**src/logic/drh_params.svh**
```systemverilog
// offsets, field positions and reset values of the request/handshake block
`ifndef DRH_PARAMS_SVH
`define DRH_PARAMS_SVH

// register byte offsets
`define DRH_OFF_CTRL    8'h00
`define DRH_OFF_POL     8'h04
`define DRH_OFF_MASK    8'h08
`define DRH_OFF_SWREQ   8'h0c
`define DRH_OFF_MODE    8'h10
`define DRH_OFF_STATUS  8'h14
`define DRH_OFF_CNT     8'h20
`define DRH_OFF_ADDR    8'h40
`define DRH_OFF_ARRMSK  8'he0

// field positions
`define DRH_CTRL_RUN    0
`define DRH_CTRL_M2M    1
`define DRH_MODE_WRMEM  8

// reset values, cascade channel mask and response codes
`define DRH_POL_RST     8'h00
`define DRH_MASK_RST    8'hff
`define DRH_CASCADE     8'h10
`define DRH_RESP_OKAY   2'h0
`define DRH_RESP_SLVERR 2'h2

`endif

```
**src/logic/drh_pkg.sv**
```systemverilog
// types shared by the request/handshake block
package drh_pkg;

  // service sequencer states
  typedef enum logic [2:0] {
    DRH_IDLE = 3'b000,
    DRH_HOLD = 3'b001,
    DRH_S1   = 3'b010,
    DRH_S2   = 3'b011,
    DRH_S3   = 3'b100,
    DRH_S4   = 3'b101
  } drh_state_t;

  // control register fields
  typedef struct packed {
    logic mem2mem;
    logic run;
  } drh_ctrl_t;

  // winning channel from the arbiter
  typedef struct packed {
    logic       valid;
    logic [2:0] num;
  } drh_sel_t;

endpackage : drh_pkg

```
**src/logic/drh_sync.sv**
```systemverilog
// two-stage synchroniser for the channel request pins
`timescale 1ns/100ps
`default_nettype none

module drh_sync (
  input  wire logic       aclk,
  input  wire logic       aresetn,
  input  wire logic [7:0] d,
  output var  logic [7:0] q
);

  logic [7:0] meta;

  // first stage feeds only the second
  always_ff @(posedge aclk) begin
    if (!aresetn) begin
      meta <= 8'h00;
      q    <= 8'h00;
    end else begin
      meta <= d;
      q    <= meta;
    end
  end

endmodule : drh_sync

`default_nettype wire

```
**src/logic/drh_prio.sv**
```systemverilog
// fixed priority pick of the pending channels
`timescale 1ns/100ps
`default_nettype none

module drh_prio
  import drh_pkg::*;
(
  input  wire logic [7:0] pending,
  output var drh_sel_t    sel
);

  // lowest channel number wins
  function automatic drh_sel_t pick(input logic [7:0] p);
    drh_sel_t r;
    r = '0;
    for (int i = 7; i >= 0; i--) begin
      if (p[i]) begin
        r.valid = 1'b1;
        r.num   = 3'(i);
      end
    end
    return r;
  endfunction : pick

  assign sel = pick(pending);

endmodule : drh_prio

`default_nettype wire

```
**src/logic/drh_top.sv**
```systemverilog
// request, grant and strobe logic of the dma engine with axi4-lite registers
//
// Notes on behaviour
// - memory write strobe active low, tri-stated otherwise
// - hold request on unmasked request or software request; the code also blocks software requests on masked channels
// - wait for grant before taking the bus
// - fixed priority, channel zero highest
// - requests ignored while dma clock stopped
// - request polarity programmable, reset active high
// - channels zero to three move bytes
// - channels five to seven move words
// - terminal count pulse, except channel zero memory-copy
// - memory-copy pulses terminal count on channel one
// - terminal count ends service, auto-init reloads
// - terminal count sets mask and status bit; the code leaves the mask bit unchanged on auto-init channels
//
// Added by the designer: the register addresses and the AXI4-Lite register port.
`timescale 1ns/100ps
`default_nettype none
`include "drh_params.svh"

module drh_top
  import drh_pkg::*;
(
  input  wire logic        aclk,
  input  wire logic        aresetn,
  input  wire logic [7:0]  s_axi_awaddr,
  input  wire logic        s_axi_awvalid,
  output var  logic        s_axi_awready,
  input  wire logic [31:0] s_axi_wdata,
  input  wire logic [3:0]  s_axi_wstrb,
  input  wire logic        s_axi_wvalid,
  output var  logic        s_axi_wready,
  output var  logic [1:0]  s_axi_bresp,
  output var  logic        s_axi_bvalid,
  input  wire logic        s_axi_bready,
  input  wire logic [7:0]  s_axi_araddr,
  input  wire logic        s_axi_arvalid,
  output var  logic        s_axi_arready,
  output var  logic [31:0] s_axi_rdata,
  output var  logic [1:0]  s_axi_rresp,
  output var  logic        s_axi_rvalid,
  input  wire logic        s_axi_rready,
  input  wire logic [7:0]  chan_request,
  output var  logic [7:0]  chan_ack_n,
  output var  logic        bus_hold_request,
  input  wire logic        bus_grant_ack,
  output var  logic        dma_mem_write_n,
  output var  logic        dma_mem_write_oe_n,
  output var  logic        transfer_count_done,
  output var  logic        upper_addr_strobe_byte,
  output var  logic        upper_addr_strobe_word,
  output var  logic [7:0]  upper_addr,
  output var  logic        xfer_word
);

  // ---------------------------------------------------------------
  // state
  // ---------------------------------------------------------------
  drh_ctrl_t   ctrl;
  logic [7:0]  pol;
  logic [7:0]  mask;
  logic [7:0]  swreq;
  logic [7:0]  autoinit;
  logic [7:0]  wrmem;
  logic [7:0]  tc_stat;
  logic [15:0] base_cnt [8];
  logic [15:0] cur_cnt  [8];
  logic [15:0] base_adr [8];
  logic [15:0] cur_adr  [8];
  drh_state_t  state;
  logic [2:0]  chan;
  logic        phase;
  logic [7:0]  req_s;
  logic        grant_s;
  logic        grant_m;
  logic [7:0]  pend;
  drh_sel_t    sel;
  logic [2:0]  ech;
  logic        at_tc;
  logic        tc_pulse;
  logic        keep_on;
  logic        swap_ph;
  logic [15:0] nxt_adr;

  // AXI bookkeeping
  logic        aw_held;
  logic        w_held;
  logic [7:0]  aw_q;
  logic [31:0] w_q;
  logic [3:0]  ws_q;
  logic        aw_hs;
  logic        w_hs;
  logic        ar_hs;
  logic        do_wr;
  logic        next_bvalid;
  logic        next_rvalid;
  logic        next_aw_held;
  logic        next_w_held;

  // ---------------------------------------------------------------
  // helpers
  // ---------------------------------------------------------------
  function automatic logic [31:0] merge(input logic [31:0] old,
                                        input logic [31:0] nw,
                                        input logic [3:0]  st);
    logic [31:0] r;
    r = old;
    for (int b = 0; b < 4; b++) begin
      if (st[b]) r[b*8 +: 8] = nw[b*8 +: 8];
    end
    return r;
  endfunction : merge

  function automatic logic mapped(input logic [7:0] a);
    if (a[1:0] != 2'h0) return 1'b0;
    else if (a <= `DRH_OFF_STATUS) return 1'b1;
    else if ((a & `DRH_OFF_ARRMSK) == `DRH_OFF_CNT) return 1'b1;
    else if ((a & `DRH_OFF_ARRMSK) == `DRH_OFF_ADDR) return 1'b1;
    else return 1'b0;
  endfunction : mapped

  // ---------------------------------------------------------------
  // request path
  // ---------------------------------------------------------------
  drh_sync u_sync (
    .aclk    (aclk),
    .aresetn (aresetn),
    .d       (chan_request),
    .q       (req_s)
  );

  // grant pin synchroniser, second stage read only
  always_ff @(posedge aclk) begin
    if (!aresetn) begin
      grant_m <= 1'b0;
      grant_s <= 1'b0;
    end else begin
      grant_m <= bus_grant_ack;
      grant_s <= grant_m;
    end
  end

  // polarity, mask and stopped clock gate the requests
  assign pend = ctrl.run ?
                (((req_s ^ pol) | swreq) & ~mask & ~`DRH_CASCADE)
                : 8'h00;

  drh_prio u_prio (
    .pending (pend),
    .sel     (sel)
  );

  // channel on the bus: channel one in the copy's write half
  assign ech     = phase ? 3'h1 : chan;
  assign at_tc   = (cur_cnt[ech] == 16'h0000);
  assign tc_pulse = at_tc && !(ctrl.mem2mem && !phase && chan == 3'h0);
  assign swap_ph = ctrl.mem2mem && chan == 3'h0 && !phase;
  assign keep_on = !at_tc && grant_s && pend[chan];
  assign nxt_adr = cur_adr[ech] + 16'h0001;

  // ---------------------------------------------------------------
  // service sequencer
  // ---------------------------------------------------------------
  always_ff @(posedge aclk) begin
    if (!aresetn) begin
      state            <= DRH_IDLE;
      chan             <= 3'h0;
      phase            <= 1'b0;
      bus_hold_request <= 1'b0;
    end else begin
      case (state)
        DRH_IDLE: begin
          phase <= 1'b0;
          if (sel.valid) begin
            bus_hold_request <= 1'b1;
            chan             <= sel.num;
            state            <= DRH_HOLD;
          end else begin
            bus_hold_request <= 1'b0;
          end
        end
        DRH_HOLD: begin
          if (grant_s) state <= DRH_S1;
        end
        DRH_S1: state <= DRH_S2;
        DRH_S2: state <= DRH_S3;
        DRH_S3: state <= DRH_S4;
        DRH_S4: begin
          if (swap_ph) begin
            phase <= 1'b1;
            state <= (cur_adr[1][15:8] != upper_addr) ? DRH_S1 : DRH_S2;
          end else if (tc_pulse || !keep_on) begin
            phase <= 1'b0;
            state <= DRH_IDLE;
          end else begin
            phase <= 1'b0;
            if (ctrl.mem2mem && chan == 3'h0) begin
              state <= (cur_adr[0][15:8] != upper_addr) ? DRH_S1 : DRH_S2;
            end else begin
              state <= (nxt_adr[15:8] != upper_addr) ? DRH_S1 : DRH_S2;
            end
          end
        end
        default: state <= DRH_IDLE;
      endcase
    end
  end

  // ---------------------------------------------------------------
  // strobes toward the bus
  // ---------------------------------------------------------------
  always_ff @(posedge aclk) begin
    if (!aresetn) begin
      chan_ack_n             <= 8'hff;
      dma_mem_write_n        <= 1'b1;
      dma_mem_write_oe_n     <= 1'b1;
      transfer_count_done    <= 1'b0;
      upper_addr_strobe_byte <= 1'b0;
      upper_addr_strobe_word <= 1'b0;
      upper_addr             <= 8'h00;
      xfer_word              <= 1'b0;
    end else begin
      upper_addr_strobe_byte <= 1'b0;
      upper_addr_strobe_word <= 1'b0;
      transfer_count_done    <= 1'b0;
      // upper byte latch only in S1
      if (state == DRH_S1) begin
        upper_addr <= cur_adr[ech][15:8];
      end
      if (state == DRH_S1) begin
        upper_addr_strobe_byte <= !ech[2];
        upper_addr_strobe_word <= ech[2];
        xfer_word              <= ech[2];
      end
      // acknowledge to the peripheral while the cycle runs
      if (state == DRH_S2 && !swap_ph && !phase) begin
        chan_ack_n <= ~(8'h01 << chan);
      end else if (state == DRH_S4 && (tc_pulse || !keep_on)) begin
        chan_ack_n <= 8'hff;
      end
      // memory write strobe, driven only while the bus is ours
      dma_mem_write_oe_n <= !(grant_s && state != DRH_IDLE &&
                              state != DRH_HOLD);
      if (state == DRH_S2 && (wrmem[ech] || phase)) begin
        dma_mem_write_n <= 1'b0;
      end else if (state == DRH_S4 || state == DRH_IDLE) begin
        dma_mem_write_n <= 1'b1;
      end
      if (state == DRH_S4 && tc_pulse) begin
        transfer_count_done <= 1'b1;
      end
    end
  end

  // ---------------------------------------------------------------
  // AXI4-Lite handshake
  // ---------------------------------------------------------------
  assign aw_hs        = s_axi_awvalid && s_axi_awready;
  assign w_hs         = s_axi_wvalid && s_axi_wready;
  assign ar_hs        = s_axi_arvalid && s_axi_arready;
  assign do_wr        = aw_held && w_held && !s_axi_bvalid;
  assign next_aw_held = (aw_held || aw_hs) && !do_wr;
  assign next_w_held  = (w_held || w_hs) && !do_wr;
  assign next_bvalid  = do_wr || (s_axi_bvalid && !s_axi_bready);
  assign next_rvalid  = ar_hs || (s_axi_rvalid && !s_axi_rready);

  // write channels, address and data in either order
  always_ff @(posedge aclk) begin
    if (!aresetn) begin
      aw_held       <= 1'b0;
      w_held        <= 1'b0;
      aw_q          <= 8'h00;
      w_q           <= 32'h0000_0000;
      ws_q          <= 4'h0;
      s_axi_awready <= 1'b0;
      s_axi_wready  <= 1'b0;
      s_axi_bvalid  <= 1'b0;
      s_axi_bresp   <= `DRH_RESP_OKAY;
    end else begin
      if (aw_hs) aw_q <= s_axi_awaddr;
      if (w_hs) begin
        w_q  <= s_axi_wdata;
        ws_q <= s_axi_wstrb;
      end
      aw_held       <= next_aw_held;
      w_held        <= next_w_held;
      s_axi_awready <= !next_aw_held && !next_bvalid;
      s_axi_wready  <= !next_w_held && !next_bvalid;
      s_axi_bvalid  <= next_bvalid;
      if (do_wr) begin
        s_axi_bresp <= mapped(aw_q) ? `DRH_RESP_OKAY : `DRH_RESP_SLVERR;
      end
    end
  end

  // read channel, one cycle to the answer
  always_ff @(posedge aclk) begin
    if (!aresetn) begin
      s_axi_arready <= 1'b0;
      s_axi_rvalid  <= 1'b0;
      s_axi_rdata   <= 32'h0000_0000;
      s_axi_rresp   <= `DRH_RESP_OKAY;
    end else begin
      s_axi_arready <= !next_rvalid;
      s_axi_rvalid  <= next_rvalid;
      if (ar_hs) begin
        s_axi_rresp <= mapped(s_axi_araddr) ? `DRH_RESP_OKAY
                                            : `DRH_RESP_SLVERR;
        if (s_axi_araddr == `DRH_OFF_CTRL)
          s_axi_rdata <= {30'h0, ctrl};
        else if (s_axi_araddr == `DRH_OFF_POL)
          s_axi_rdata <= {24'h0, pol};
        else if (s_axi_araddr == `DRH_OFF_MASK)
          s_axi_rdata <= {24'h0, mask};
        else if (s_axi_araddr == `DRH_OFF_SWREQ)
          s_axi_rdata <= {24'h0, swreq};
        else if (s_axi_araddr == `DRH_OFF_MODE)
          s_axi_rdata <= {16'h0, wrmem, autoinit};
        else if (s_axi_araddr == `DRH_OFF_STATUS)
          s_axi_rdata <= {8'h0, bus_hold_request, grant_s, state,
                          ech, pend, tc_stat};
        else if ((s_axi_araddr & `DRH_OFF_ARRMSK) == `DRH_OFF_CNT)
          s_axi_rdata <= {16'h0, cur_cnt[s_axi_araddr[4:2]]};
        else if ((s_axi_araddr & `DRH_OFF_ARRMSK) == `DRH_OFF_ADDR)
          s_axi_rdata <= {16'h0, cur_adr[s_axi_araddr[4:2]]};
        else
          s_axi_rdata <= 32'h0000_0000;
      end
    end
  end

  // ---------------------------------------------------------------
  // control registers, mask and status
  // ---------------------------------------------------------------
  always_ff @(posedge aclk) begin
    logic [31:0] m;
    m = merge(32'h0, w_q, ws_q);
    if (!aresetn) begin
      ctrl     <= '0;
      pol      <= `DRH_POL_RST;
      mask     <= `DRH_MASK_RST;
      swreq    <= 8'h00;
      autoinit <= 8'h00;
      wrmem    <= 8'h00;
      tc_stat  <= 8'h00;
    end else begin
      if (do_wr && aw_q == `DRH_OFF_CTRL && ws_q[0])
        ctrl <= drh_ctrl_t'(m[1:0]);
      if (do_wr && aw_q == `DRH_OFF_POL && ws_q[0])
        pol <= m[7:0];
      if (do_wr && aw_q == `DRH_OFF_MODE) begin
        if (ws_q[0]) autoinit <= m[7:0];
        if (ws_q[1]) wrmem    <= m[15:8];
      end
      if (do_wr && aw_q == `DRH_OFF_MASK && ws_q[0])
        mask <= m[7:0];
      if (do_wr && aw_q == `DRH_OFF_SWREQ && ws_q[0])
        swreq <= swreq | m[7:0];
      if (do_wr && aw_q == `DRH_OFF_STATUS && ws_q[0])
        tc_stat <= tc_stat & ~m[7:0];
      // service start consumes the software request
      if (state == DRH_HOLD && grant_s)
        swreq[chan] <= 1'b0;
      // terminal count, set beats a same-cycle clear
      if (state == DRH_S4 && tc_pulse) begin
        tc_stat[ech] <= 1'b1;
        if (!autoinit[ech]) mask[ech] <= 1'b1;
      end
    end
  end

  // count and address per channel
  always_ff @(posedge aclk) begin
    if (!aresetn) begin
      for (int i = 0; i < 8; i++) begin
        base_cnt[i] <= 16'h0000;
        cur_cnt[i]  <= 16'h0000;
        base_adr[i] <= 16'h0000;
        cur_adr[i]  <= 16'h0000;
      end
    end else begin
      if (do_wr && (aw_q & `DRH_OFF_ARRMSK) == `DRH_OFF_CNT) begin
        base_cnt[aw_q[4:2]] <= 16'(merge({16'h0, base_cnt[aw_q[4:2]]},
                                         w_q, ws_q));
        cur_cnt[aw_q[4:2]]  <= 16'(merge({16'h0, base_cnt[aw_q[4:2]]},
                                         w_q, ws_q));
      end
      if (do_wr && (aw_q & `DRH_OFF_ARRMSK) == `DRH_OFF_ADDR) begin
        base_adr[aw_q[4:2]] <= 16'(merge({16'h0, base_adr[aw_q[4:2]]},
                                         w_q, ws_q));
        cur_adr[aw_q[4:2]]  <= 16'(merge({16'h0, base_adr[aw_q[4:2]]},
                                         w_q, ws_q));
      end
      if (state == DRH_S4) begin
        if (at_tc && autoinit[ech]) begin
          cur_cnt[ech] <= base_cnt[ech];
          cur_adr[ech] <= base_adr[ech];
        end else begin
          cur_cnt[ech] <= cur_cnt[ech] - 16'h0001;
          cur_adr[ech] <= nxt_adr;
        end
      end
    end
  end

endmodule : drh_top

`default_nettype wire

```
**config.mk**
```make
export PLATFORM = sky130hd
export DESIGN_NAME = drh_top
export DESIGN_NICKNAME = d
export VERILOG_FILES = /design/src/logic/drh_pkg.sv /design/src/logic/drh_sync.sv /design/src/logic/drh_prio.sv /design/src/logic/drh_top.sv
export VERILOG_INCLUDE_DIRS = /design/src /design/src/logic
export SDC_FILE = /design/constraint.sdc
export NUM_CORES = 2
export LEC_CHECK = 0
export BUFFER_PORTS_ARGS = -buffer_cell sky130_fd_sc_hd__buf_4
export CAP_MARGIN = 20
export CORE_UTILIZATION = 50
export CTS_CLUSTER_DIAMETER = 120
export DETAILED_ROUTE_END_ITERATION = 10
export PLACE_DENSITY = 0.7
export SLEW_MARGIN = 20
export SYNTH_ARGS = -nofsm -noshare
export SYNTH_HDL_FRONTEND = slang
export SYNTH_SLANG_ARGS = --single-unit
export TNS_END_PERCENT = 1
```
**constraint.sdc**
```tcl
create_clock -name aclk -period 4.15 [get_ports aclk]
set_input_delay 0.415 -clock aclk [delete_from_list [all_inputs] [get_ports aclk]]
set_output_delay 0.415 -clock aclk [all_outputs]
set_load 0.05 [all_outputs]
```
# After elaboration in Yosys (flattened, before gate mapping)

Memories as Yosys holds them, arrays and structs flattened. A register that Yosys moved wholly into a read port is not among the register bits.
Cells that the tools add are included.

Memories: 4
Bits in latches: 0
Bits in writable memories: 512
Bits of input ports: 68
Bits in read-only memories: 0
Word-level logic and storage cells: 296
Output and inout bits: 64
Register bits: 167

Memory list:

| name     | depth | width | rd ports | clocked after Yosys merged registers in | wr ports | line          | RTL |
|---|---|---|---|---|---|---|---|
| base_adr | 8     | 16    | 2        | 1                                       | 8        | drh_top.sv:69 | `logic [15:0] base_adr [8];` |
| base_cnt | 8     | 16    | 2        | 1                                       | 8        | drh_top.sv:67 | `logic [15:0] base_cnt [8];` |
| cur_adr  | 8     | 16    | 4        | 0                                       | 8        | drh_top.sv:70 | `logic [15:0] cur_adr [8];` |
| cur_cnt  | 8     | 16    | 2        | 0                                       | 8        | drh_top.sv:68 | `logic [15:0] cur_cnt [8];` |

Shift-type cells: 1
Eq/ne operators: 25
Div/mod/pow operators: 0
Bitwise logic cells: 14
Reduce and logical (&&, ||, !) cells: 86
Add/subtract/negate cells: 2
Multipliers: 0
Muxes and demuxes: 121
Order comparisons: 6

Operator list:

| cell                  | count |
|---|---|
| $mux 8                | 26 |
| $mux 16               | 10 |
| $mux 24               | 6 |
| $reduce_or 16->1      | 6 |
| $mux 1                | 47 |
| $logic_and 1x1->1     | 42 |
| $mux 3                | 13 |
| $eq 8x4->1 const B    | 4 |
| $eq 8x5->1 const B    | 4 |
| $mux 4                | 8 |
| $not 8->8             | 4 |
| $or 8x8->8            | 4 |
| $and 8x8->8           | 3 |
| $ne 8x8->1            | 3 |
| $pmux 3 s6            | 1 |
| $add 16x1->16 const B | 1 |
| $eq 8x3->1 const B    | 2 |
| $le 8x5->1 const B    | 2 |
| $logic_not 16->1      | 1 |
| $logic_not 8->1       | 2 |
| $sub 16x1->16 const B | 1 |
| $logic_not 1->1       | 15 |
| $eq 3x2->1 const B    | 4 |
| $reduce_and 2->1      | 5 |
| 17 further kinds      | 41 |

# Longest topological paths before layout

Depth in word-level cells: 14
Depth in mapped cells: 19
Depth with buffers taken out: 12

# Modules after synthesis

A second synthesis with hierarchy kept.

Cell total of the unflattened synthesis: 3264
Area, all modules: 35978.3 um2

By module, submodules not included:

| module   | sequential area each (um2) | times used | cells each | area each (um2) |
|---|---|---|---|---|
| drh_top  | 18257.5                    | 1          | 3217       | 35449.0 |
| drh_sync | 320.3                      | 1          | 33         | 446.7 |
| drh_prio | 0.0                        | 1          | 14         | 82.6 |

# Worst setup path after synthesis

Ideal clock, no wire load.

Path type: register -> register
From: register chan[0]
To: memory cur_adr[0][13], data pin
Path buffers: 7
Cell stages (with the launch flop): 19
Arrival time: 4.116 ns
Slack: -0.226 ns
Library setup time: 0.260 ns
Required time: 3.890 ns
Period minus slack after synthesis: 4.376 ns
Path through: dfxtp_1 buf_4 buf_6 buf_4 buf_4 buf_6 mux2i_1 o22a_1 and2_1 ha_1 nor4b_2 nand4_2 or4_4 o31a_1 buf_6 buf_8 nor4_4 a21oi_2 mux2_2

RTL lines:

| element                | line           | RTL |
|---|---|---|
| from (decl)            | drh_top.sv:72  | `logic [2:0] chan;` |
| from (signal assigned) | drh_top.sv:177 | `chan <= sel.num;` |
| to (decl)              | drh_top.sv:70  |  |

==> results.md <==
- In the synthesized netlist the dominant register cell turns out to be sky130_fd_sc_hd__edfxtp_1.
- The final wirelength is 138 mm.
- Global routing used 11.7% of the available met3 tracks.
- The die covers 73100 µm².
- TritonCTS built the clock tree.
- Traced cell by cell, the critical path runs through buf_4 > nand3b_4 > buf_4 > o22ai_1 > a211oi_1 > nand2b_1 > or4_4 > o31a_4 > buf_12 > nor4_4 > a21oi_2 > mux2_2.
- The count of endpoints failing hold in the final timing report is 0.
- The cell count after synthesis came out at 3269.
- The global routing usage on met2 is 53.4%.
- The final critical path takes up between 90% and 100% of the cycle.
- In this run the static leakage power is 15.2 nW.
- The required time reported for the critical path endpoint is between 4 and 5 ns.
- The final cell count without fillers is 4459.
- The TritonCTS sink count is 670.
- The relative area change from synthesis to final layout is 15.3%.
- The die is between 200 and 300 µm tall.
- Dividing the detail-routed wire length by the instance count gives 31.0 µm.
- In the global route stage, overall resource usage came out at between 30% and 40%.
- For this design, the slowest cell found on the critical path is sky130_fd_sc_hd__or4_4.
- Dividing the synthesized area by the synthesized cell count gives ~11 µm².
- The buffer type at the clock tree root is sky130_fd_sc_hd__clkbuf_16.
- The via density per instance is just under 7.
- After layout, the minimum clock period comes to 4.12 ns.
- Counting flops with an async set or reset pin after synthesis yields a share of 0%.
- The initial antenna violation count is 3.
- For met1 alone, demand over resource in global routing was 49.8%.
- The critical path data arrival time is between 4 and 5 ns.
- On the final layout, the worst clock skew is roughly 0.022 ns.
- The critical path is of the reg2reg type.
- The worst voltage drop across the vdd grid is 306 µV.
- The clock tree buffer depth is 3.
- The number of buffer and inverter instances along the worst setup path is 3.
- Counting distinct cell types in the post-synthesis netlist gives 87.
- The count of final max-slew check failures is 0.
- Counting tap cells, the placed design contains a total of between 4000 and 5000 instances.
- The via count of the first global-routing pass is 28500.
- The first global-routing pass estimated 196 mm of wire.
- The clock slew at the register clock pins of the worst setup and hold paths is 0.06 ns.
- The number of search-and-repair iterations in the first detailed-routing pass is 6.
- The most utilized layer in the global route result is met2.
- The floorplan has 98 rows.
- The number of failing setup endpoints in the final timing report is 0.
- Power spread over the standard cell area amounts to 374 nW/µm².
- In this run the standard cell core region covers 71400 µm².
- The H-tree generated during clock tree synthesis spans 3 levels.
- The worst setup path is captured at a flop.
- The share of layout cells above drive strength 1 is between 20% and 30%.
- The cell area that synthesis handed to floorplanning was 36000 µm².
- The number of violations of the max-capacitance limit is 0.
- The clock reaches the later pin of the worst-skew pair after approximately 0.63 ns.
- Entering global routing, the biggest net connects 124 pins.
- The effective utilization at floorplan is between 50 and 60%.
- The share of synthesized area occupied by flip-flops and latches is 51.5%.
- The via total after detailed routing is 30100.
- The worst min-delay path category is in2reg.
- The actual transition at the worst max-transition pin is roughly 1.1 ns.
- During synthesis, Yosys emitted a total of 0 warnings.
- The die is 270 µm wide.
- At the end of the flow, the number of nets in the layout was roughly 3500.
- The clock buffer count from CTS is 71.
- The sum of net half-perimeters after detailed placement is 94.1 mm.
- Routability-driven placement finished with a final weighted congestion of 1.07.
- The least setup slack across all paths after layout is 0.0306 ns.
- In this design, the critical path's most frequently occurring cell is sky130_fd_sc_hd__buf_4.
- The run finished with clean final reports.
- The detail route stage leaves a number of antenna-violating nets equal to 0.
- In this run, the number of DRC markers left after iteration 0 of detailed routing was 4969.
- The largest single stage delay on the critical path is ~0.6 ns.
- During I/O placement, the number of pins put on the boundary was 132.
- In this run, synthesis inferred between 500 and 600 flip-flops with an integrated enable.
- Derived from the worst setup path, the maximum achievable clock frequency is 0.243 GHz.
- The DRC violation count after routing is 0.
- After global routing the overflow that remains totals 0.
- The count of port buffers added during placement is 102.
- The critical path startpoint category is a flop.
- Among cell families on the critical path, the largest total delay comes from simple AND/OR/NAND/NOR gates.
- Along the worst path, the maximum fanout reaches 17.
- The worst pin sits at a relative slew slack of 24.8%.
- The number of register bits inferred by synthesis is 670.
- Setup repair after global routing could not meet its margin everywhere.
- Timing analysis after detailed placement gives a worst setup slack of -0.272 ns.
per-stage QoR:
stage	hold slack, ns	total power, mW	setup TNS [ns]	area [µm²]	utilization [%]
6_report	0.0106	15.5	0	41500	58.2
4_1_cts	0.00422	15.5	0	41400	58.0
3_3_place_gp	0.417	8.93	-0.730	38900	54.6
3_5_place_dp	0.420	8.95	-1.00	38900	54.6
2_1_floorplan	0.412	8.42	0	36100	-
5_1_grt	0.0125	15.8	-0.0557	41500	58.2
final timing paths:
kind | startpoint | end | slack [ns] | depth (start not counted)
worst max-delay path | phase$_SDFFE_PN0P_ | cur_adr[7][8]$_DFFE_PP_ | 0.03 | 12
worst min-delay path | chan_request[5] | u_sync.meta[5]$_SDFF_PN0_ | 0.01 | 2
worst max register to register | phase$_SDFFE_PN0P_ | cur_adr[7][8]$_DFFE_PP_ | 0.03 | 12
worst min register to register | u_sync.meta[1]$_SDFF_PN0_ | u_sync.q[1]$_SDFF_PN0_ | 0.44 | 1
flip-flops by register name (all words and copies together) (netlist names), 7 cells and up, named ones only:
register / count
wrmem: 8
cur_cnt: 128
chan_ack_n: 8
cur_adr: 128
pol: 8
autoinit: 8
s_axi_rdata: 24
u_sync.meta: 7
upper_addr: 8
w_q: 16
tc_stat: 8
u_sync.q: 7
mask: 8
base_cnt: 128
aw_q: 8
swreq: 8
base_adr: 128
logic make-up after synthesis:
family	after synthesis	synth area share, %
and+or+nand+nor	1179	14.6
AOI/OAI and AO/OA	654	11.5
other	1	0.0104
buffers and inverters	259	3.21
adders and majority gates	2	0.0695
muxes	446	17.7
DFF	670	51.5
xor gates and xnor gates	58	1.45
Yosys cell counts, drive strengths merged, types with 7 or more instances:
cell / n / share of area (%)
buf: 75 / 1.3
dfxtp: 158 / 8.8
clkbuf: 169 / 1.8
nor2: 395 / 4.1
nand3: 33 / 0.46
o211ai: 10 / 0.21
and3b: 7 / 0.17
a21o: 9 / 0.19
nor4: 40 / 1.0
and2: 36 / 0.63
xnor2: 22 / 0.53
a211oi: 12 / 0.29
a22o: 9 / 0.22
a221oi: 8 / 0.19
xor2: 35 / 0.85
or2: 8 / 0.14
nand3b: 7 / 0.18
o2111ai: 7 / 0.17
nand2b: 34 / 0.59
mux2: 169 / 5.3
o21ai: 249 / 3.5
mux2i: 141 / 3.9
a22oi: 42 / 0.88
nor3: 41 / 0.57
nand2: 512 / 5.3
a2bb2oi: 7 / 0.17
o22ai: 58 / 1.0
nand4: 11 / 0.21
inv: 15 / 0.16
a31oi: 14 / 0.24
nor2b: 23 / 0.40
edfxtp: 512 / 43
a21boi: 25 / 0.52
a21oi: 143 / 2.2
mux4: 136 / 8.5
a211o: 9 / 0.22
layout by cell type, fill, tap and decap left out, types with 25 or more instances in the layout:
master / synthesis / layout
sky130_fd_sc_hd__a21boi_0: 25 / 25
sky130_fd_sc_hd__a21oi_1: 127 / 127
sky130_fd_sc_hd__a22oi_1: 42 / 42
sky130_fd_sc_hd__and2_1: 36 / 36
sky130_fd_sc_hd__buf_4: 21 / 325
sky130_fd_sc_hd__clkbuf_16: 0 / 77
sky130_fd_sc_hd__dfxtp_1: 158 / 150
sky130_fd_sc_hd__edfxtp_1: 512 / 512
sky130_fd_sc_hd__mux2_2: 168 / 168
sky130_fd_sc_hd__mux2i_1: 139 / 139
sky130_fd_sc_hd__mux4_2: 136 / 136
sky130_fd_sc_hd__nand2_1: 512 / 505
sky130_fd_sc_hd__nand2b_1: 34 / 33
sky130_fd_sc_hd__nand3_1: 33 / 33
sky130_fd_sc_hd__nor2_1: 395 / 391
sky130_fd_sc_hd__nor3_1: 41 / 40
sky130_fd_sc_hd__nor4_1: 31 / 26
sky130_fd_sc_hd__o21ai_0: 157 / 155
sky130_fd_sc_hd__o21ai_1: 89 / 90
sky130_fd_sc_hd__o22ai_1: 58 / 58
sky130_fd_sc_hd__xor2_1: 35 / 35
timing repair:
item                                    in CTS  in global routing
pin swaps                                    1                  5
buffers inserted                             0                  6
hold endpoints to repair                     4                  0
gates resized for setup                      5                 13
hold buffers                                 4                  0
endpoints found under the setup margin      11                176
report_power, final:
| part | switching, mW | leakage, nW | total, mW | internal [mW] |
|---|---|---|---|---|
| logic | 0.820 | 7.48 | 1.28 | 0.465 |
| registers | 0.177 | 6.57 | 7.58 | 7.40 |
| clock network | 2.78 | 1.16 | 6.67 | 3.88 |
| total | 3.78 | 15.2 | 15.5 | 11.8 |
layer usage:
metal | wire length [µm] | vias to the layer above
met5 | 55 | -
met4 | 9090 | 6
met3 | 22000 | 514
met2 | 57800 | 2637
met1 | 49500 | 14500
li1 | - | 12500
final cells by class:
| cell class | count | area, µm² |
|---|---|---|
| diodes | 1 | 2.50 |
| fillers | 5900 | 29800 |
| well taps | 950 | 1190 |
| clock inverters | 34 | 365 |
| clock buffers | 95 | 2030 |
| multi-input cells | 2349 | 16500 |
| repair buffers | 345 | 2780 |
| inverters | 15 | 56.3 |
| flip-flops and latches | 670 | 18600 |
Power figures use the tool's default switching activity.
